<file path="src/ats_pkg.sv">
// shared constants, types and helpers for the sector read engine
package ats_pkg;

    // task-file byte addresses
    localparam logic [9:0] REG_DATA                    = 10'h1f0;
    localparam logic [9:0] REG_FEATURE_IN_ERROR_OUT    = 10'h1f1;
    localparam logic [9:0] REG_SECTOR_COUNT            = 10'h1f2;
    localparam logic [9:0] REG_SECTOR_INDEX            = 10'h1f3;
    localparam logic [9:0] REG_CYLINDER_LOW_BYTE       = 10'h1f4;
    localparam logic [9:0] REG_CYLINDER_HIGH_BYTE      = 10'h1f5;
    localparam logic [9:0] REG_UNIT_HEAD_SELECT        = 10'h1f6;
    localparam logic [9:0] REG_OPCODE_IN_CONDITION_OUT = 10'h1f7;

    localparam logic [7:0] OPC_READ_RETRY   = 8'h20;
    localparam logic [7:0] OPC_READ_NORETRY = 8'h21;

    // unit/head field positions
    localparam int UH_LBA_BIT   = 6;
    localparam int UH_DRIVE_BIT = 4;

    // condition flag positions
    localparam int CF_BUSY     = 7;
    localparam int CF_READY    = 6;
    localparam int CF_SEEKDONE = 4;
    localparam int CF_DRQ      = 3;
    localparam int CF_ERR      = 0;

    localparam logic [7:0] FC_NONE          = 8'h00;
    localparam logic [7:0] FC_UNCORRECTABLE = 8'h40;
    localparam logic [7:0] FC_ABORTED       = 8'h04;

    // values after reset
    localparam logic [7:0]  RST_FAULT = 8'h01;
    localparam logic [7:0]  RST_COUNT = 8'h01;
    localparam logic [7:0]  RST_INDEX = 8'h01;
    localparam logic [7:0]  RST_ZERO  = 8'h00;
    localparam logic [15:0] RST_WORD  = 16'h0000;

    localparam logic [8:0] WORDS_PER_SECTOR = 9'h100;
    localparam logic [8:0] MAX_SECTORS      = 9'h100;
    localparam int         DEF_SPT          = 63;
    localparam int         DEF_HEADS        = 16;

    typedef struct packed {
        logic [7:0] feature;
        logic [7:0] fault;
        logic [7:0] count;
        logic [7:0] index;
        logic [7:0] cyl_lo;
        logic [7:0] cyl_hi;
        logic [7:0] unit_head;
    } ats_taskfile_t;

    // addr = {head or top address bits, cylinder high, cylinder low, sector}
    typedef struct packed {
        logic        seek;
        logic        read;
        logic        lba;
        logic [27:0] addr;
    } ats_med_req_t;

    typedef enum logic [1:0] {PH_IDLE, PH_SEEK, PH_READ, PH_XFER} ats_phase_t;

    typedef struct packed {
        ats_phase_t    phase;
        ats_taskfile_t tf;
        logic [8:0]    remain;
        logic [8:0]    words;
        logic [19:0]   track;
        logic          track_ok;
        logic          bsy;
        logic          drq;
        logic          err;
        logic          irq_pend;
        logic          sec_err;
        ats_med_req_t  med;
        logic [15:0]   rdata;
        logic          irq;
    } ats_core_t;

    function automatic logic [27:0] sector_addr(input ats_taskfile_t tf);
        sector_addr = {tf.unit_head[3:0], tf.cyl_hi, tf.cyl_lo, tf.index};
    endfunction : sector_addr

    function automatic logic [19:0] track_key(input ats_taskfile_t tf);
        if (tf.unit_head[UH_LBA_BIT])
            track_key = {tf.unit_head[3:0], tf.cyl_hi, tf.cyl_lo};
        else
            track_key = {4'h0, tf.cyl_hi, tf.cyl_lo};
    endfunction : track_key

endpackage : ats_pkg

</file>
<file path="src/ats_sector_reader.sv">
// task-file registers and the pio sector read command engine
//
// Operation
// - opcodes 20h and 21h both start the same sector read.
// - logical mode address is head bits, cylinder high, cylinder low, sector.
// - read count from sector count, zero meaning 256 sectors.
// - seek to the target track first when the head is elsewhere.
// - raise data request before any word of a sector moves, even on error.
// - on success address registers hold the last sector read.
// - an erroring sector ends the command; later sectors are not read.
// - after an error address registers hold the failing sector.
// - sector count shows untransferred sectors after error, zero on success.
// - the features value plays no part in the read.
// - unit/head: bit 6 logical mode, bit 4 drive pick, bits 3..0 head.
// - 1f7 writes opcode, reads status; 1f1 writes features, reads fault code.
`timescale 1ns/100ps
`default_nettype none
module ats_sector_reader
    import ats_pkg::*;
#(
    parameter int SPT   = DEF_SPT,
    parameter int HEADS = DEF_HEADS
) (
    input  wire logic         clk_in,
    input  wire logic         rst_n_in,
    input  wire logic         en_in,
    input  wire logic [9:0]   tf_addr_in,
    input  wire logic         tf_wr_in,
    input  wire logic         tf_rd_in,
    input  wire logic [15:0]  tf_wdata_in,
    output var  logic [15:0]  tf_rdata_out,
    input  wire logic         irq_disable_in,
    input  wire logic         drive_id_in,
    output var  logic         irq_out,
    output var  ats_med_req_t med_req_out,
    input  wire logic         med_done_in,
    input  wire logic         med_err_in,
    input  wire logic         med_word_valid_in,
    input  wire logic [15:0]  med_word_in,
    output var  logic         med_word_ready_out
);
    ats_core_t     s;
    ats_core_t     next_s;
    ats_taskfile_t tf_stepped;
    logic [7:0]    cond;
    logic          picked;
    logic          pop;
    logic          bo_valid;
    logic [15:0]   bo_data;
    logic          wr_ok;
    logic          last_word;

    ats_fifo2 #(
        .WIDTH (16)
    ) u_buf (
        .clk_in        (clk_in),
        .rst_n_in      (rst_n_in),
        .en_in         (en_in),
        .in_valid_in   (med_word_valid_in),
        .in_data_in    (med_word_in),
        .in_ready_out  (med_word_ready_out),
        .out_valid_out (bo_valid),
        .out_data_out  (bo_data),
        .out_ready_in  (pop)
    );

    ats_addr_step #(
        .SPT   (SPT),
        .HEADS (HEADS)
    ) u_step (
        .tf_in  (s.tf),
        .tf_out (tf_stepped)
    );

    // the drive bit chooses which of two chained devices answers
    assign picked = (s.tf.unit_head[UH_DRIVE_BIT] == drive_id_in);

    always_comb begin
        cond           = 8'h00;
        cond[CF_BUSY]  = s.bsy;
        cond[CF_READY] = !s.bsy;
        cond[CF_SEEKDONE] = s.track_ok;
        cond[CF_DRQ]   = s.drq;
        cond[CF_ERR]   = s.err;
    end

    // taskfile writes during a command are dropped rather than corrupting it
    assign wr_ok     = tf_wr_in && !s.bsy && !s.drq;
    assign last_word = (s.phase == PH_XFER) && pop && (s.words == WORDS_PER_SECTOR - 9'h001);

    always_comb begin
        next_s = s;
        pop    = 1'b0;

        // host reads
        if (tf_rd_in) begin
            case (tf_addr_in)
                REG_DATA: begin
                    // no word leaves the buffer until data request is up
                    pop          = s.drq && bo_valid;
                    next_s.rdata = pop ? bo_data : RST_WORD;
                end
                REG_FEATURE_IN_ERROR_OUT:    next_s.rdata = {8'h00, s.tf.fault};
                REG_SECTOR_COUNT:            next_s.rdata = {8'h00, s.tf.count};
                REG_SECTOR_INDEX:            next_s.rdata = {8'h00, s.tf.index};
                REG_CYLINDER_LOW_BYTE:       next_s.rdata = {8'h00, s.tf.cyl_lo};
                REG_CYLINDER_HIGH_BYTE:      next_s.rdata = {8'h00, s.tf.cyl_hi};
                REG_UNIT_HEAD_SELECT:        next_s.rdata = {8'h00, s.tf.unit_head};
                REG_OPCODE_IN_CONDITION_OUT: begin
                    next_s.rdata    = {8'h00, cond};
                    next_s.irq_pend = 1'b0;
                end
                default:                     next_s.rdata = RST_WORD;
            endcase
        end

        // host writes
        if (wr_ok) begin
            case (tf_addr_in)
                REG_FEATURE_IN_ERROR_OUT: next_s.tf.feature   = tf_wdata_in[7:0];
                REG_SECTOR_COUNT:         next_s.tf.count     = tf_wdata_in[7:0];
                REG_SECTOR_INDEX:         next_s.tf.index     = tf_wdata_in[7:0];
                REG_CYLINDER_LOW_BYTE:    next_s.tf.cyl_lo    = tf_wdata_in[7:0];
                REG_CYLINDER_HIGH_BYTE:   next_s.tf.cyl_hi    = tf_wdata_in[7:0];
                REG_UNIT_HEAD_SELECT:     next_s.tf.unit_head = tf_wdata_in[7:0];
                REG_OPCODE_IN_CONDITION_OUT: begin
                    if (picked) begin
                        next_s.irq_pend = 1'b0;
                        if (tf_wdata_in[7:0] == OPC_READ_RETRY ||
                            tf_wdata_in[7:0] == OPC_READ_NORETRY) begin
                            // features value is never consulted here
                            next_s.bsy      = 1'b1;
                            next_s.err      = 1'b0;
                            next_s.sec_err  = 1'b0;
                            next_s.tf.fault = FC_NONE;
                            next_s.remain   = (s.tf.count == 8'h00) ?
                                              MAX_SECTORS : {1'b0, s.tf.count};
                            next_s.phase    = PH_SEEK;
                        end else begin
                            // only the read is built in; anything else aborts
                            next_s.err      = 1'b1;
                            next_s.tf.fault = FC_ABORTED;
                            next_s.irq_pend = 1'b1;
                        end
                    end
                end
                default: ;
            endcase
        end

        next_s.med.addr = sector_addr(s.tf);
        next_s.med.lba  = s.tf.unit_head[UH_LBA_BIT];

        case (s.phase)
            PH_IDLE: ;
            PH_SEEK: begin
                if (s.med.seek) begin
                    if (med_done_in) begin
                        next_s.med.seek = 1'b0;
                        next_s.track    = track_key(s.tf);
                        next_s.track_ok = 1'b1;
                    end
                end else if (s.track_ok && s.track == track_key(s.tf)) begin
                    next_s.med.read = 1'b1;
                    next_s.phase    = PH_READ;
                end else begin
                    // head elsewhere: implied seek before any read
                    next_s.med.seek = 1'b1;
                    next_s.track_ok = 1'b0;
                end
            end
            PH_READ: begin
                if (med_done_in) begin
                    next_s.med.read = 1'b0;
                    next_s.sec_err  = med_err_in;
                    next_s.words    = 9'h000;
                    // data request is raised even for a failed sector
                    next_s.drq      = 1'b1;
                    next_s.irq_pend = 1'b1;
                    next_s.bsy      = 1'b0;
                    next_s.phase    = PH_XFER;
                    if (med_err_in) begin
                        next_s.err      = 1'b1;
                        next_s.tf.fault = FC_UNCORRECTABLE;
                    end
                end
            end
            PH_XFER: begin
                if (pop) begin
                    next_s.words = s.words + 9'h001;
                end
                if (last_word) begin
                    next_s.drq = 1'b0;
                    if (s.sec_err || s.remain == 9'h001) begin
                        // address left on this sector; count shows what is left
                        next_s.phase    = PH_IDLE;
                        next_s.tf.count = 8'(s.remain - 9'h001);
                    end else begin
                        next_s.remain   = s.remain - 9'h001;
                        next_s.tf       = tf_stepped;
                        next_s.tf.count = 8'(s.remain - 9'h001);
                        next_s.bsy      = 1'b1;
                        next_s.phase    = PH_SEEK;
                    end
                end
            end
            default: next_s.phase = PH_IDLE;
        endcase

        // interrupt line only drives for the picked, enabled device
        next_s.irq = s.irq_pend && !irq_disable_in && picked;
    end

    always_ff @(posedge clk_in or negedge rst_n_in) begin
        if (!rst_n_in) begin
            s <= '{phase:    PH_IDLE,
                   tf:       '{feature: RST_ZERO, fault: RST_FAULT, count: RST_COUNT,
                               index: RST_INDEX, cyl_lo: RST_ZERO, cyl_hi: RST_ZERO,
                               unit_head: RST_ZERO},
                   remain:   9'h000,
                   words:    9'h000,
                   track:    20'h00000,
                   track_ok: 1'b0,
                   bsy:      1'b0,
                   drq:      1'b0,
                   err:      1'b0,
                   irq_pend: 1'b0,
                   sec_err:  1'b0,
                   med:      '0,
                   rdata:    RST_WORD,
                   irq:      1'b0};
        end else if (en_in) begin
            s <= next_s;
        end
    end

    assign tf_rdata_out = s.rdata;
    assign irq_out      = s.irq;
    assign med_req_out  = s.med;
endmodule : ats_sector_reader
`default_nettype wire

</file>
<file path="src/ats_fifo2.sv">
// two-entry word buffer between media and host data port
`timescale 1ns/100ps
`default_nettype none
module ats_fifo2 #(
    parameter int WIDTH = 16
) (
    input  wire logic             clk_in,
    input  wire logic             rst_n_in,
    input  wire logic             en_in,
    input  wire logic             in_valid_in,
    input  wire logic [WIDTH-1:0] in_data_in,
    output var  logic             in_ready_out,
    output var  logic             out_valid_out,
    output var  logic [WIDTH-1:0] out_data_out,
    input  wire logic             out_ready_in
);
    typedef struct packed {
        logic [1:0][WIDTH-1:0] slot;
        logic [1:0]            cnt;
        logic                  rdy;
    } ats_fifo_state_t;

    ats_fifo_state_t s;
    ats_fifo_state_t next_s;
    logic            push;
    logic            pop;

    always_comb begin
        next_s = s;
        pop    = out_ready_in && (s.cnt != 2'h0);
        push   = in_valid_in && s.rdy;
        if (pop) begin
            next_s.slot[0] = s.slot[1];
        end
        if (push) begin
            if (s.cnt == 2'h0 || (s.cnt == 2'h1 && pop))
                next_s.slot[0] = in_data_in;
            else
                next_s.slot[1] = in_data_in;
        end
        next_s.cnt = s.cnt + {1'b0, push} - {1'b0, pop};
        // ready registered so the media side sees a clean level
        next_s.rdy = (next_s.cnt != 2'h2);
    end

    always_ff @(posedge clk_in or negedge rst_n_in) begin
        if (!rst_n_in) begin
            s <= '{slot: '0, cnt: 2'h0, rdy: 1'b1};
        end else if (en_in) begin
            s <= next_s;
        end
    end

    assign in_ready_out  = s.rdy;
    assign out_valid_out = (s.cnt != 2'h0);
    assign out_data_out  = s.slot[0];

endmodule : ats_fifo2
`default_nettype wire

</file>
<file path="src/ats_addr_step.sv">
// advances a task-file address to the following sector
`timescale 1ns/100ps
`default_nettype none
module ats_addr_step
    import ats_pkg::*;
#(
    parameter int SPT   = DEF_SPT,
    parameter int HEADS = DEF_HEADS
) (
    input  wire ats_taskfile_t tf_in,
    output var  ats_taskfile_t tf_out
);
    logic [27:0] lba_next;

    always_comb begin
        tf_out   = tf_in;
        lba_next = sector_addr(tf_in) + 28'h0000001;
        if (tf_in.unit_head[UH_LBA_BIT]) begin
            tf_out.unit_head[3:0] = lba_next[27:24];
            tf_out.cyl_hi         = lba_next[23:16];
            tf_out.cyl_lo         = lba_next[15:8];
            tf_out.index          = lba_next[7:0];
        end else if (tf_in.index >= 8'(SPT)) begin
            // sectors count from one, heads and cylinders from zero
            tf_out.index = 8'h01;
            if (tf_in.unit_head[3:0] >= 4'(HEADS - 1)) begin
                tf_out.unit_head[3:0]         = 4'h0;
                {tf_out.cyl_hi, tf_out.cyl_lo} = {tf_in.cyl_hi, tf_in.cyl_lo} + 16'h0001;
            end else begin
                tf_out.unit_head[3:0] = tf_in.unit_head[3:0] + 4'h1;
            end
        end else begin
            tf_out.index = tf_in.index + 8'h01;
        end
    end

endmodule : ats_addr_step
`default_nettype wire

</file>
<file path="config.mk">
export PLATFORM = sky130hd
export DESIGN_NAME = ats_sector_reader
export DESIGN_NICKNAME = d
export VERILOG_FILES = /design/src/ats_pkg.sv /design/src/ats_sector_reader.sv /design/src/ats_fifo2.sv /design/src/ats_addr_step.sv
export SDC_FILE = /design/constraint.sdc
export NUM_CORES = 1
export LEC_CHECK = 0
export BUFFER_PORTS_ARGS = -buffer_cell sky130_fd_sc_hd__buf_2
export CAP_MARGIN = 40
export CORE_ASPECT_RATIO = 1.1
export CORE_MARGIN = 5
export CORE_UTILIZATION = 45
export CTS_CLUSTER_DIAMETER = 120
export DETAILED_ROUTE_END_ITERATION = 7
export PLACE_DENSITY_LB_ADDON = 0.3
export SLEW_MARGIN = 0
export SYNTH_ARGS = -nofsm -noshare
export SYNTH_HDL_FRONTEND = slang
export SYNTH_SLANG_ARGS = --single-unit
</file>
<file path="constraint.sdc">
create_clock -name clk_in -period 3.01 [get_ports clk_in]
set_clock_uncertainty 0.15 [all_clocks]
set_input_delay 0.602 -clock clk_in [delete_from_list [all_inputs] [get_ports clk_in]]
set_output_delay 0.602 -clock clk_in [all_outputs]
set_load 0.1 [all_outputs]
</file>
==> results of run 1 <==
==> final timing paths <==
check / start / end / slack, ns / depth (start not counted)
setup / recovery: s[76] / s[48] / 0.18 / 11
hold / removal: med_word_in[10] / u_buf.s[29] / 0.25 / 2
setup reg to reg: s[76] / s[48] / 0.18 / 11
hold reg to reg: tf_rdata_out[3] / tf_rdata_out[3] / 0.33 / 2
max in group asynchronous: rst_n_in / next_s[17] / 1.44 / 3
min in group asynchronous: rst_n_in / irq_out / 0.56 / 2
==> power by group <==
part | total, mW | internal (mW) | switching (mW)
Clock | 2.18 | 1.10 | 1.09
Combinational | 0.678 | 0.301 | 0.377
Sequential | 2.77 | 2.62 | 0.153
==> through the flow <==
stage	cells	instance area, sq um	hold slack, ns	TNS [ns]
finish	1373	11100	0.255	0
global route	1373	11100	0.241	0
global placement	1341	10500	0.313	0
floorplan	988	9640	0.156	-0.00596
CTS	1373	11100	0.246	0
detailed placement	1341	10500	0.315	-0.0730
==> layout make-up <==
cell class	count	area share [%]
Clock buffer	17	3.83
Clock inverter	14	1.36
Inverter	27	0.913
Multi-Input combinational cell	677	40.7
Sequential cell	177	40.0
Tap cell	290	3.27
Timing Repair Buffer	171	9.94
==> placed cells by master (no fill, tap or decap), drive strengths merged, types with 8 or more instances in the layout <==
| cell type | count |
|---|---|
| a211oi | 12 |
| a21oi | 75 |
| a22o | 20 |
| and2 | 9 |
| and3 | 8 |
| buf | 170 |
| clkbuf | 17 |
| dfrtp | 173 |
| ha | 9 |
| inv | 31 |
| mux2 | 64 |
| mux2i | 9 |
| nand2 | 70 |
| nand3 | 27 |
| nand4 | 17 |
| nor2 | 70 |
| nor2b | 14 |
| nor3 | 16 |
| nor3b | 8 |
| nor4 | 14 |
| o21ai | 56 |
| o22ai | 43 |
| xnor2 | 9 |
| xor2 | 28 |
==> cells by family (layout without fill, tap and decap cells) <==
group,Yosys count,count (layout)
and+or+nand+nor,288,288
AOI/OAI and AO/OA,270,270
DFF,177,177
buffers and inverters,134,229
muxes,73,73
xor gates and xnor gates,37,37
adders and majority gates,9,9
==> metal layers <==
layer,part of all wire (%),vias to the layer above,routed length [um],track usage (%)
met1,43,3874,11500,30.1
met3,6.0,65,1610,3.80
met4,3.7,0,986,9.28
met2,47,280,12700,36.2
met5,0,-,0,0
li1,-,3733,-,-
==> registers in the layout, indices dropped and copies added (netlist names) <==
signal              flops
s                      61
med_req_out            31
next_s                 29
u_buf.s                18
tf_rdata_out           16
u_buf.out_data_out     16
cond                    4
irq_out                 1
u_buf.in_ready_out      1
==> critical path: stages, from the launching register on <==
cell and delay (ns):
dfrtp_1 0.41, and3_1 0.21, and3_1 0.18, and3_1 0.16, ha_1 0.16, nand3_1 0.11, buf_4 0.18, o31ai_1 0.45
buf_4 0.26, nor2_1 0.06, buf_4 0.17, a22o_1 0.23
==> repair_timing <==
item | CTS | global route
hold endpoints to repair | 1 | 0
setup buffers | 0 | 0
hold buffers | 1 | 0
resized for setup | 0 | 1
setup endpoints to repair | 0 | 2
==> summary.md, run 1 <==
| Metric | Value |
|---|---|
| Minimum clock period after layout | `2.83 ns` |
| Critical Path RT | `3.19 ns` |
| Fillers | `1951` |
| Count leader, synth | `dfrtp_1` |
| Via density | `5.79` |
| Nets | `1132` |
| Layout cells sized above 1 | `27.0%` |
| Final period util | `93.9%` |
| Synth Cell Area | `9630 sq um` |
| Setup CP Type | `register to register` |
| Slew Viols, Final | `0` |
| CP Launch Type | `register` |
| TritonCTS clock tree | `done` |
| Primary FF master, synth | `dfrtp_1` |
| Die X | `149 um` |
| Util after Layout | `52.3%` |
| Synth top area share | `45.0%` |
| CTS Sinks | `177` |
| Post-synth top cells | `dfrtp_1, a21oi_1, nand2_1, nor2_1, mux2_2` |
| Post-DP HPWL | `19400 um` |
| Largest family of logic cells by synthesized area | `compound AO/OA/AOI/OAI gates` |
| Max-cap violations | `0` |
| Adder-cell share of the synthesized area | `1.17%` |
| Outcome | `complete, no violations` |
| CTS Buffer Depth | `2` |
| CP arrival | `3.01 ns` |
| # diodes | `0` |
| Routed WL per cell | `19.5 um` |
| Netlist cell types | `76` |
| RSZ-0062 raised after global routing | `false` |
| F_max | `0.354 GHz` |
| Clk pin slew, worst setup/hold paths | `0.07 ns` |
| # rows | `56` |
| Yosys warning count | `0` |
| First-pass GRT wire length | `42900 um` |
| Cell taking the most area after synthesis | `dfrtp_1` |
| Drt initial violations | `734` |
| Num ports | `101` |
| Initial Utilization | `45.3%` |
| Total grt overflow | `0` |
| H-Tree Depth | `4` |
| Drt total wl | `26800 um` |
| Synth Area in Compound Gates | `17.9%` |
| Final Hold Fails | `0` |
| Initial antenna violation count | `0` |
| Post-synthesis mux area share | `8.42%` |
| Routed vias | `7952` |
| DIE AREA | `24400 sq um` |
| Xor/xnor cell area share of the yosys netlist | `3.37%` |
| Core Region | `21200 sq um` |
| Clock latency on the worst-skew pair | `0.44 ns` |
| Pleak | `5.14 nW` |
| Vias in the first global route | `7853` |
| First-pass DRT Iterations | `5` |
| Area delta synth->final | `15.3%` |
| FF+latch area | `4430 sq um` |
| Peak supply drop | `0.000408 V` |
| Synthesized flop and latch total | `177` |
| Syn Nets | `1049` |
| Synth Instances | `988` |
| Max-slew headroom | `61.9%` |
| Overall Power | `5.63 mW` |
| IO Port Bufs | `92` |
| Top cells by area, synth | `dfrtp_1, mux2_2, a21oi_1, buf_4, o21ai_0` |
| Setup crit end kind | `register` |
| Post-synthesis async set-or-reset flop share | `100%` |
| Slew @ Worst Pin | `0.572 ns` |
| CTS Buf Count | `17` |
| Die height | `163 um` |
| Worst slack at placement | `-0.0296 ns` |
| Root Buffer | `clkbuf_16` |
| Avg Cell Area, Syn | `9.74 sq um` |
| Drc violations | `0` |
| GRT Util Overall | `22.4%` |
| Final worst slack | `0.182 ns` |
| Largest net degree at the start of global routing | `116` |
| Footprint of the multi-input gates | `4520 sq um` |
| Endpoints failing setup | `0` |
| Worst Hold Class | `input port to register` |
| ANT nets after route | `0` |
| Post-synth EDFFs | `0` |
| Critical-path maximum fanout | `9` |
| Post-synthesis sequential area ratio | `46.1%` |
| PwrDens | `508 nW/um^2` |
| Simple-Gate Fraction of Synth Area | `15.7%` |
| Final RePlAce weighted congestion | `0.993` |
Note: power is estimated with default switching activity, not from simulation.
==> inputs of run 2 (changes only) <==
- REMOVE_ABC_BUFFERS: unset -> 1
==> run 2 against run 1 <==
  * Global-route usage is 0.24 points higher
  * Sequential share of layout area is 0.22 points lower
  * Critical path type unchanged
  * Non-clock buffer count grew 5
  * Register-to-register slack worse by 0.06 ns
  * Highest routed layer unchanged
  * Count of clock-buffer cells in the layout unchanged
  * First-iteration DRC count down 7.5%
  * Core utilization rose by 0.29 points
==> summary.md, run 2 (synthesized netlist as in run 1, its figures left out) <==
| Metric | Value |
|---|---|
| Max-cap violations | `0 (unchanged)` |
| Fin Setup TNS | `0 ns (unchanged)` |
| CTS Buf Count | `17 (unchanged)` |
| Core Region | `21200 sq um (unchanged)` |
| Overall Power | `5.65 mW (was 5.63 mW)` |
| Initial Utilization | `45.3% (unchanged)` |
| CTS Buffer Depth | `2 (unchanged)` |
| Drc violations | `0 (unchanged)` |
| Final Hold Fails | `0 (unchanged)` |
| F_max | `0.346 GHz (was 0.354 GHz)` |
| # diodes | `0 (unchanged)` |
| Final Non-Filler Cells | `1379 (was 1373)` |
| Die X | `149 um (unchanged)` |
| Pleak | `5.19 nW (was 5.14 nW)` |
| Final period util | `96.0% (was 93.9%)` |
| Drt total wl | `27300 um (was 26800 um)` |
| Setup crit end kind | `register (unchanged)` |
| PwrDens | `506 nW/um^2 (was 508 nW/um^2)` |
| ANT nets after route | `0 (unchanged)` |
| Layout cells sized above 1 | `27.4% (was 27.0%)` |
| Outcome | `complete, no violations (unchanged)` |
| Met2 WL post-DR | `12700 um (about the same)` |
| Initial antenna violation count | `0 (unchanged)` |
| Critical Path RT | `3.23 ns (was 3.19 ns)` |
| Minimum clock period after layout | `2.89 ns (was 2.83 ns)` |
| CP arrival | `3.11 ns (was 3.01 ns)` |
| Clock latency on the worst-skew pair | `0.44 ns (about the same)` |
| Num ports | `101 (unchanged)` |
| Vias in the first global route | `7945 (was 7853)` |
| CP Launch Type | `register (unchanged)` |
| Worst slack at placement | `-0.126 ns (was -0.0296 ns)` |
| Setup CP Type | `register to register (unchanged)` |
| Via density | `5.86 (was 5.79)` |
| Max Used Layer | `met4 (unchanged)` |
| GRT Util Overall | `22.7% (was 22.4%)` |
| Peak supply drop | `0.000438 V (was 0.000408 V)` |
| Biggest register | `s (unchanged)` |
| Root Buffer | `clkbuf_16 (unchanged)` |
| Nets | `1137 (was 1132)` |
| Worst Hold Class | `input port to register (unchanged)` |
| RSZ-0062 raised after global routing | `false (unchanged)` |
| # rows | `56 (unchanged)` |
| Die height | `163 um (unchanged)` |
| Reg2Reg Setup Slack | `0.12 ns (was 0.18 ns)` |
| Most frequent cells in the layout | `dfrtp_1, buf_2, buf_4 (unchanged)` |
| Met3 routed WL | `1570 um (was 1610 um)` |
| IO Port Bufs | `92 (unchanged)` |
| Area delta synth->final | `15.9% (was 15.3%)` |
| Util after Layout | `52.6% (was 52.3%)` |
| Routed WL per cell | `19.8 um (was 19.5 um)` |
| Met1 WL | `12200 um (was 11500 um)` |
| CTS Sinks | `177 (unchanged)` |
| DIE AREA | `24400 sq um (unchanged)` |
| Endpoints failing setup | `0 (unchanged)` |
| Placed insts | `1346 (was 1341)` |
| Slew Viols, Final | `0 (unchanged)` |
| H-Tree Depth | `4 (unchanged)` |
| Clk pin slew, worst setup/hold paths | `0.08 ns (was 0.07 ns)` |
| Post-DP HPWL | `19700 um (was 19400 um)` |
| Slew @ Worst Pin | `0.593 ns (was 0.572 ns)` |
| Drt initial violations | `679 (was 734)` |
| First-pass GRT wire length | `43500 um (was 42900 um)` |
| Max reg flops | `61 (unchanged)` |
| Critical-path maximum fanout | `8 (was 9)` |
| Commonest non-fill, non-tap cell in the layout | `dfrtp_1 (unchanged)` |
| Final RePlAce weighted congestion | `0.978 (was 0.993)` |
| Largest net degree at the start of global routing | `90 (was 116)` |
| Max-slew headroom | `60.3% (was 61.9%)` |
| Total grt overflow | `0 (unchanged)` |
| Final worst slack | `0.120 ns (was 0.182 ns)` |
| TritonCTS clock tree | `done (unchanged)` |
| Routed vias | `8085 (was 7952)` |
| First-pass DRT Iterations | `6 (was 5)` |
[run 2: report_power, final]
part / internal [mW] / switching [mW]
registers: 2.62 / 0.150
logic: 0.300 / 0.381
clock network: 1.12 / 1.08
[run 2: area by class of cell]
cell class                      count  area (sq um)
Clock buffer                       17           425
Clock inverter                     15           163
Fill cell                        1966         10100
Inverter                           27           101
Multi-Input combinational cell    677          4520
Sequential cell                   177          4430
Tap cell                          290           363
Timing Repair Buffer              176          1150
[run 2: path summary, 6_finish.rpt]
check / from / endpoint / cells past startpoint
setup / recovery: s[84] / next_s[38] / 10
hold / removal: med_word_in[9] / u_buf.s[28] / 2
setup reg to reg: s[84] / next_s[38] / 10
hold reg to reg: u_buf.out_data_out[11] / tf_rdata_out[11] / 1
max in group asynchronous: rst_n_in / next_s[17] / 3
min in group asynchronous: rst_n_in / s[61] / 2
[run 2: metrics by stage]
step | hold slack (ns) | area [sq um]
after floorplan | 0.156 | 9020
final | 0.258 | 11200
after CTS | 0.239 | 11100
after global routing | 0.252 | 11200
after detailed placement | 0.325 | 10500
after global placement | 0.326 | 10500
[run 2: critical path, stage by stage, from the launching register on]
cell      delay, ns
dfrtp_1        0.42
inv_1          0.09
ha_1           0.16
or4b_2         0.61
o21bai_1       0.16
buf_4          0.16
nor4_2         0.04
buf_4          0.18
a21oi_1        0.41
nor3b_1        0.27
o22a_1         0.17
[run 2: per-layer routing]
metal / vias to the layer above / global-route usage, %
met3: 61 / 3.50
li1: 3747 / -
met4: 0 / 8.32
met2: 296 / 36.2
met1: 3981 / 31.4
met5: - / 0
[run 2: repair_timing]
| item | in CTS | in global routing |
|---|---|---|
| gates resized for setup | 0 | 4 |
| hold buffers | 1 | 0 |
| setup endpoints to repair | 0 | 18 |
| setup buffers | 0 | 0 |
| hold endpoints to repair | 5 | 0 |
==> inputs of run 3 (changes only) <==
- clock period: 3.01 -> 3.6 ns (I/O delays scaled with it)
==> run 3 against run 2 <==
  * Combinational power shrank 19%
  * Clock power shrank 15%
  * Flip-flop and latch count is the same
  * Sequential share of layout area grew 1.1 points
  * Count of clock-buffer cells in the layout is the same
  * Largest cell class unchanged
  * Largest power group unchanged
==> summary.md, run 3 (synthesized netlist as in run 1, its figures left out) <==
| Metric | Value |
|---|---|
| Routed vias | `7796 (was 8085)` |
| Commonest non-fill, non-tap cell in the layout | `dfrtp_1 (unchanged)` |
| GRT Util Overall | `22.1% (was 22.7%)` |
| Total grt overflow | `0 (unchanged)` |
| CP arrival | `3.21 ns (was 3.11 ns)` |
| Post-DP HPWL | `18800 um (was 19700 um)` |
| CP Cell Sequence | `and3_1 -> and3_1 -> and3_1 -> ha_1 -> nand3_1 -> or4_1 -> buf_12 -> o21ai_1 -> o2111ai_1 -> a21oi_1 (was inv_1 -> ha_1 -> or4b_2 -> o21bai_1 -> buf_4 -> nor4_2 -> buf_4 -> a21oi_1 -> nor3b_1 -> o22a_1)` |
| Root Buffer | `clkbuf_16 (unchanged)` |
| Core Region | `21200 sq um (unchanged)` |
| Slew Viols, Final | `0 (unchanged)` |
| CTS Buffer Depth | `2 (unchanged)` |
| Num ports | `101 (unchanged)` |
| Drc violations | `0 (unchanged)` |
| Outcome | `complete, no violations (unchanged)` |
| First-pass DRT Iterations | `5 (was 6)` |
| Max-cap violations | `0 (unchanged)` |
| Crit-path max cell delay | `0.57 ns (was 0.61 ns)` |
| Critical-path maximum fanout | `25 (was 8)` |
| Final period util | `83.2% (was 96.0%)` |
| Via density | `5.82 (was 5.86)` |
| Routed WL per cell | `19.8 um (about the same)` |
| Nets | `1097 (was 1137)` |
| Worst hold slack | `0.0743 ns (was 0.258 ns)` |
| Final Hold Fails | `0 (unchanged)` |
| Clock latency on the worst-skew pair | `0.44 ns (about the same)` |
| Max reg flops | `61 (unchanged)` |
| PwrDens | `436 nW/um^2 (was 506 nW/um^2)` |
| CTS Buf Count | `17 (unchanged)` |
| H-Tree Depth | `4 (unchanged)` |
| Most frequent cells in the layout | `dfrtp_1, buf_2, a21oi_1 (was dfrtp_1, buf_2, buf_4)` |
| Critical Path RT | `3.81 ns (was 3.23 ns)` |
| Post-CTS Resized | `0 (unchanged)` |
| Setup crit end kind | `register (unchanged)` |
| IO Port Bufs | `92 (unchanged)` |
| Setup Buffers After CTS | `0 (unchanged)` |
| Layout cells sized above 1 | `24.4% (was 27.4%)` |
| Crit-path slowest cell | `or4_1 (was or4b_2)` |
| Area delta synth->final | `12.8% (was 15.9%)` |
| CP most frequent cell | `and3_1 (was buf_4)` |
| # diodes | `0 (unchanged)` |
| Reg2Reg Setup Slack | `0.61 ns (was 0.12 ns)` |
| ANT nets after route | `0 (unchanged)` |
| Drt initial violations | `670 (was 679)` |
| First-pass GRT wire length | `42400 um (was 43500 um)` |
| F_max | `0.334 GHz (was 0.346 GHz)` |
| Peak supply drop | `0.000348 V (was 0.000438 V)` |
| Drt total wl | `26500 um (was 27300 um)` |
| Crit Reg-Reg Startpoint | `s[76] (was s[84])` |
| CTS Sinks | `177 (unchanged)` |
| Overall Power | `4.74 mW (was 5.65 mW)` |
| Die height | `163 um (unchanged)` |
| RSZ-0062 raised after global routing | `false (unchanged)` |
| Hold Buf Count CTS | `0 (was 1)` |
| Slew @ Worst Pin | `0.718 ns (was 0.593 ns)` |
| # rows | `56 (unchanged)` |
| Initial antenna violation count | `0 (unchanged)` |
| Worst r2r path cells | `10 (unchanged)` |
| Worst Hold Class | `input port to asynchronous set/reset pin (was input port to register)` |
| CP Launch Type | `register (unchanged)` |
| Clk pin slew, worst setup/hold paths | `0.08 ns (about the same)` |
| DIE AREA | `24400 sq um (unchanged)` |
| Endpoints failing setup | `0 (unchanged)` |
| Initial Utilization | `45.3% (unchanged)` |
| Delay-heaviest family, CP | `simple AND/OR/NAND/NOR gates (unchanged)` |
| Setup CP Type | `register to register (unchanged)` |
| Minimum clock period after layout | `2.99 ns (was 2.89 ns)` |
| Max-slew headroom | `52.0% (was 60.3%)` |
| TritonCTS clock tree | `done (unchanged)` |
| Reg-to-Reg End | `next_s[29] (was next_s[38])` |
| Largest net degree at the start of global routing | `116 (was 90)` |
| Worst Path Buf+Inv | `1 (was 3)` |
| Pleak | `4.99 nW (was 5.19 nW)` |
| Final RePlAce weighted congestion | `0.965 (was 0.978)` |
| Vias in the first global route | `7585 (was 7945)` |
| Biggest register | `s (unchanged)` |
| Die X | `149 um (unchanged)` |
## run 3: cell types whose count changed in the layout (fill, tap and decap cells not counted), sizes merged
cell / change
buf: -39
clkinv: +4
inv: -4
dlygate4sd3: -1
## run 3: how the worst max path moves through the flow
| stage | start | end | slack, ns | depth (start not counted) |
|---|---|---|---|---|
| 2_1_floorplan | tf_addr_in[2] | next_s[21] | -0.007 | 6 |
| 3_3_place_gp | tf_addr_in[2] | next_s[29] | 0.25 | 8 |
| 3_5_place_dp | tf_addr_in[2] | next_s[29] | 0.21 | 8 |
| 4_1_cts | s[76] | next_s[29] | 0.62 | 10 |
| 5_1_grt | s[84] | next_s[20] | 0.36 | 9 |
| 6_report | s[76] | next_s[29] | 0.61 | 10 |
## run 3: stage by stage
stage | cell area [sq um] | util (%) | instances | setup TNS, ns | setup slack [ns]
global placement | 10200 | 48.2 | 1307 | 0 | 0.252
global route | 10900 | 51.1 | 1339 | 0 | 0.363
floorplan | 9020 | - | 881 | -0.0144 | -0.00722
finish | 10900 | 51.1 | 1339 | 0 | 0.606
CTS | 10900 | 51.1 | 1339 | 0 | 0.619
detailed placement | 10200 | 48.2 | 1307 | 0 | 0.212
## run 3: layout make-up
class	count	area (sq um)
Multi-Input combinational cell	677	4500
Fill cell	1985	10400
Clock buffer	17	425
Tap cell	290	363
Clock inverter	15	188
Sequential cell	177	4430
Timing Repair Buffer	136	837
Inverter	27	101
## run 3: per-layer routing
layer	share of wire (%)	global-route usage, %
met5	0	0
met4	1.7	5.62
met3	6.7	4.13
met2	47	35.4
met1	45	31.3
## run 3: where the power goes
group          internal (mW)  leakage [nW]  switching [mW]  total [mW]
sequential              2.19          2.30           0.123        2.31
combinational          0.241          2.40           0.312       0.554
clock                  0.941         0.292           0.931        1.87
## run 3: worst register-to-register path: stages (launching register included)
cell and delay (ns):
dfrtp_1 0.40, and3_1 0.22, and3_1 0.19, and3_1 0.17, ha_1 0.17, nand3_1 0.16, or4_1 0.57, buf_12 0.20
o21ai_1 0.35, o2111ai_1 0.17, a21oi_1 0.19
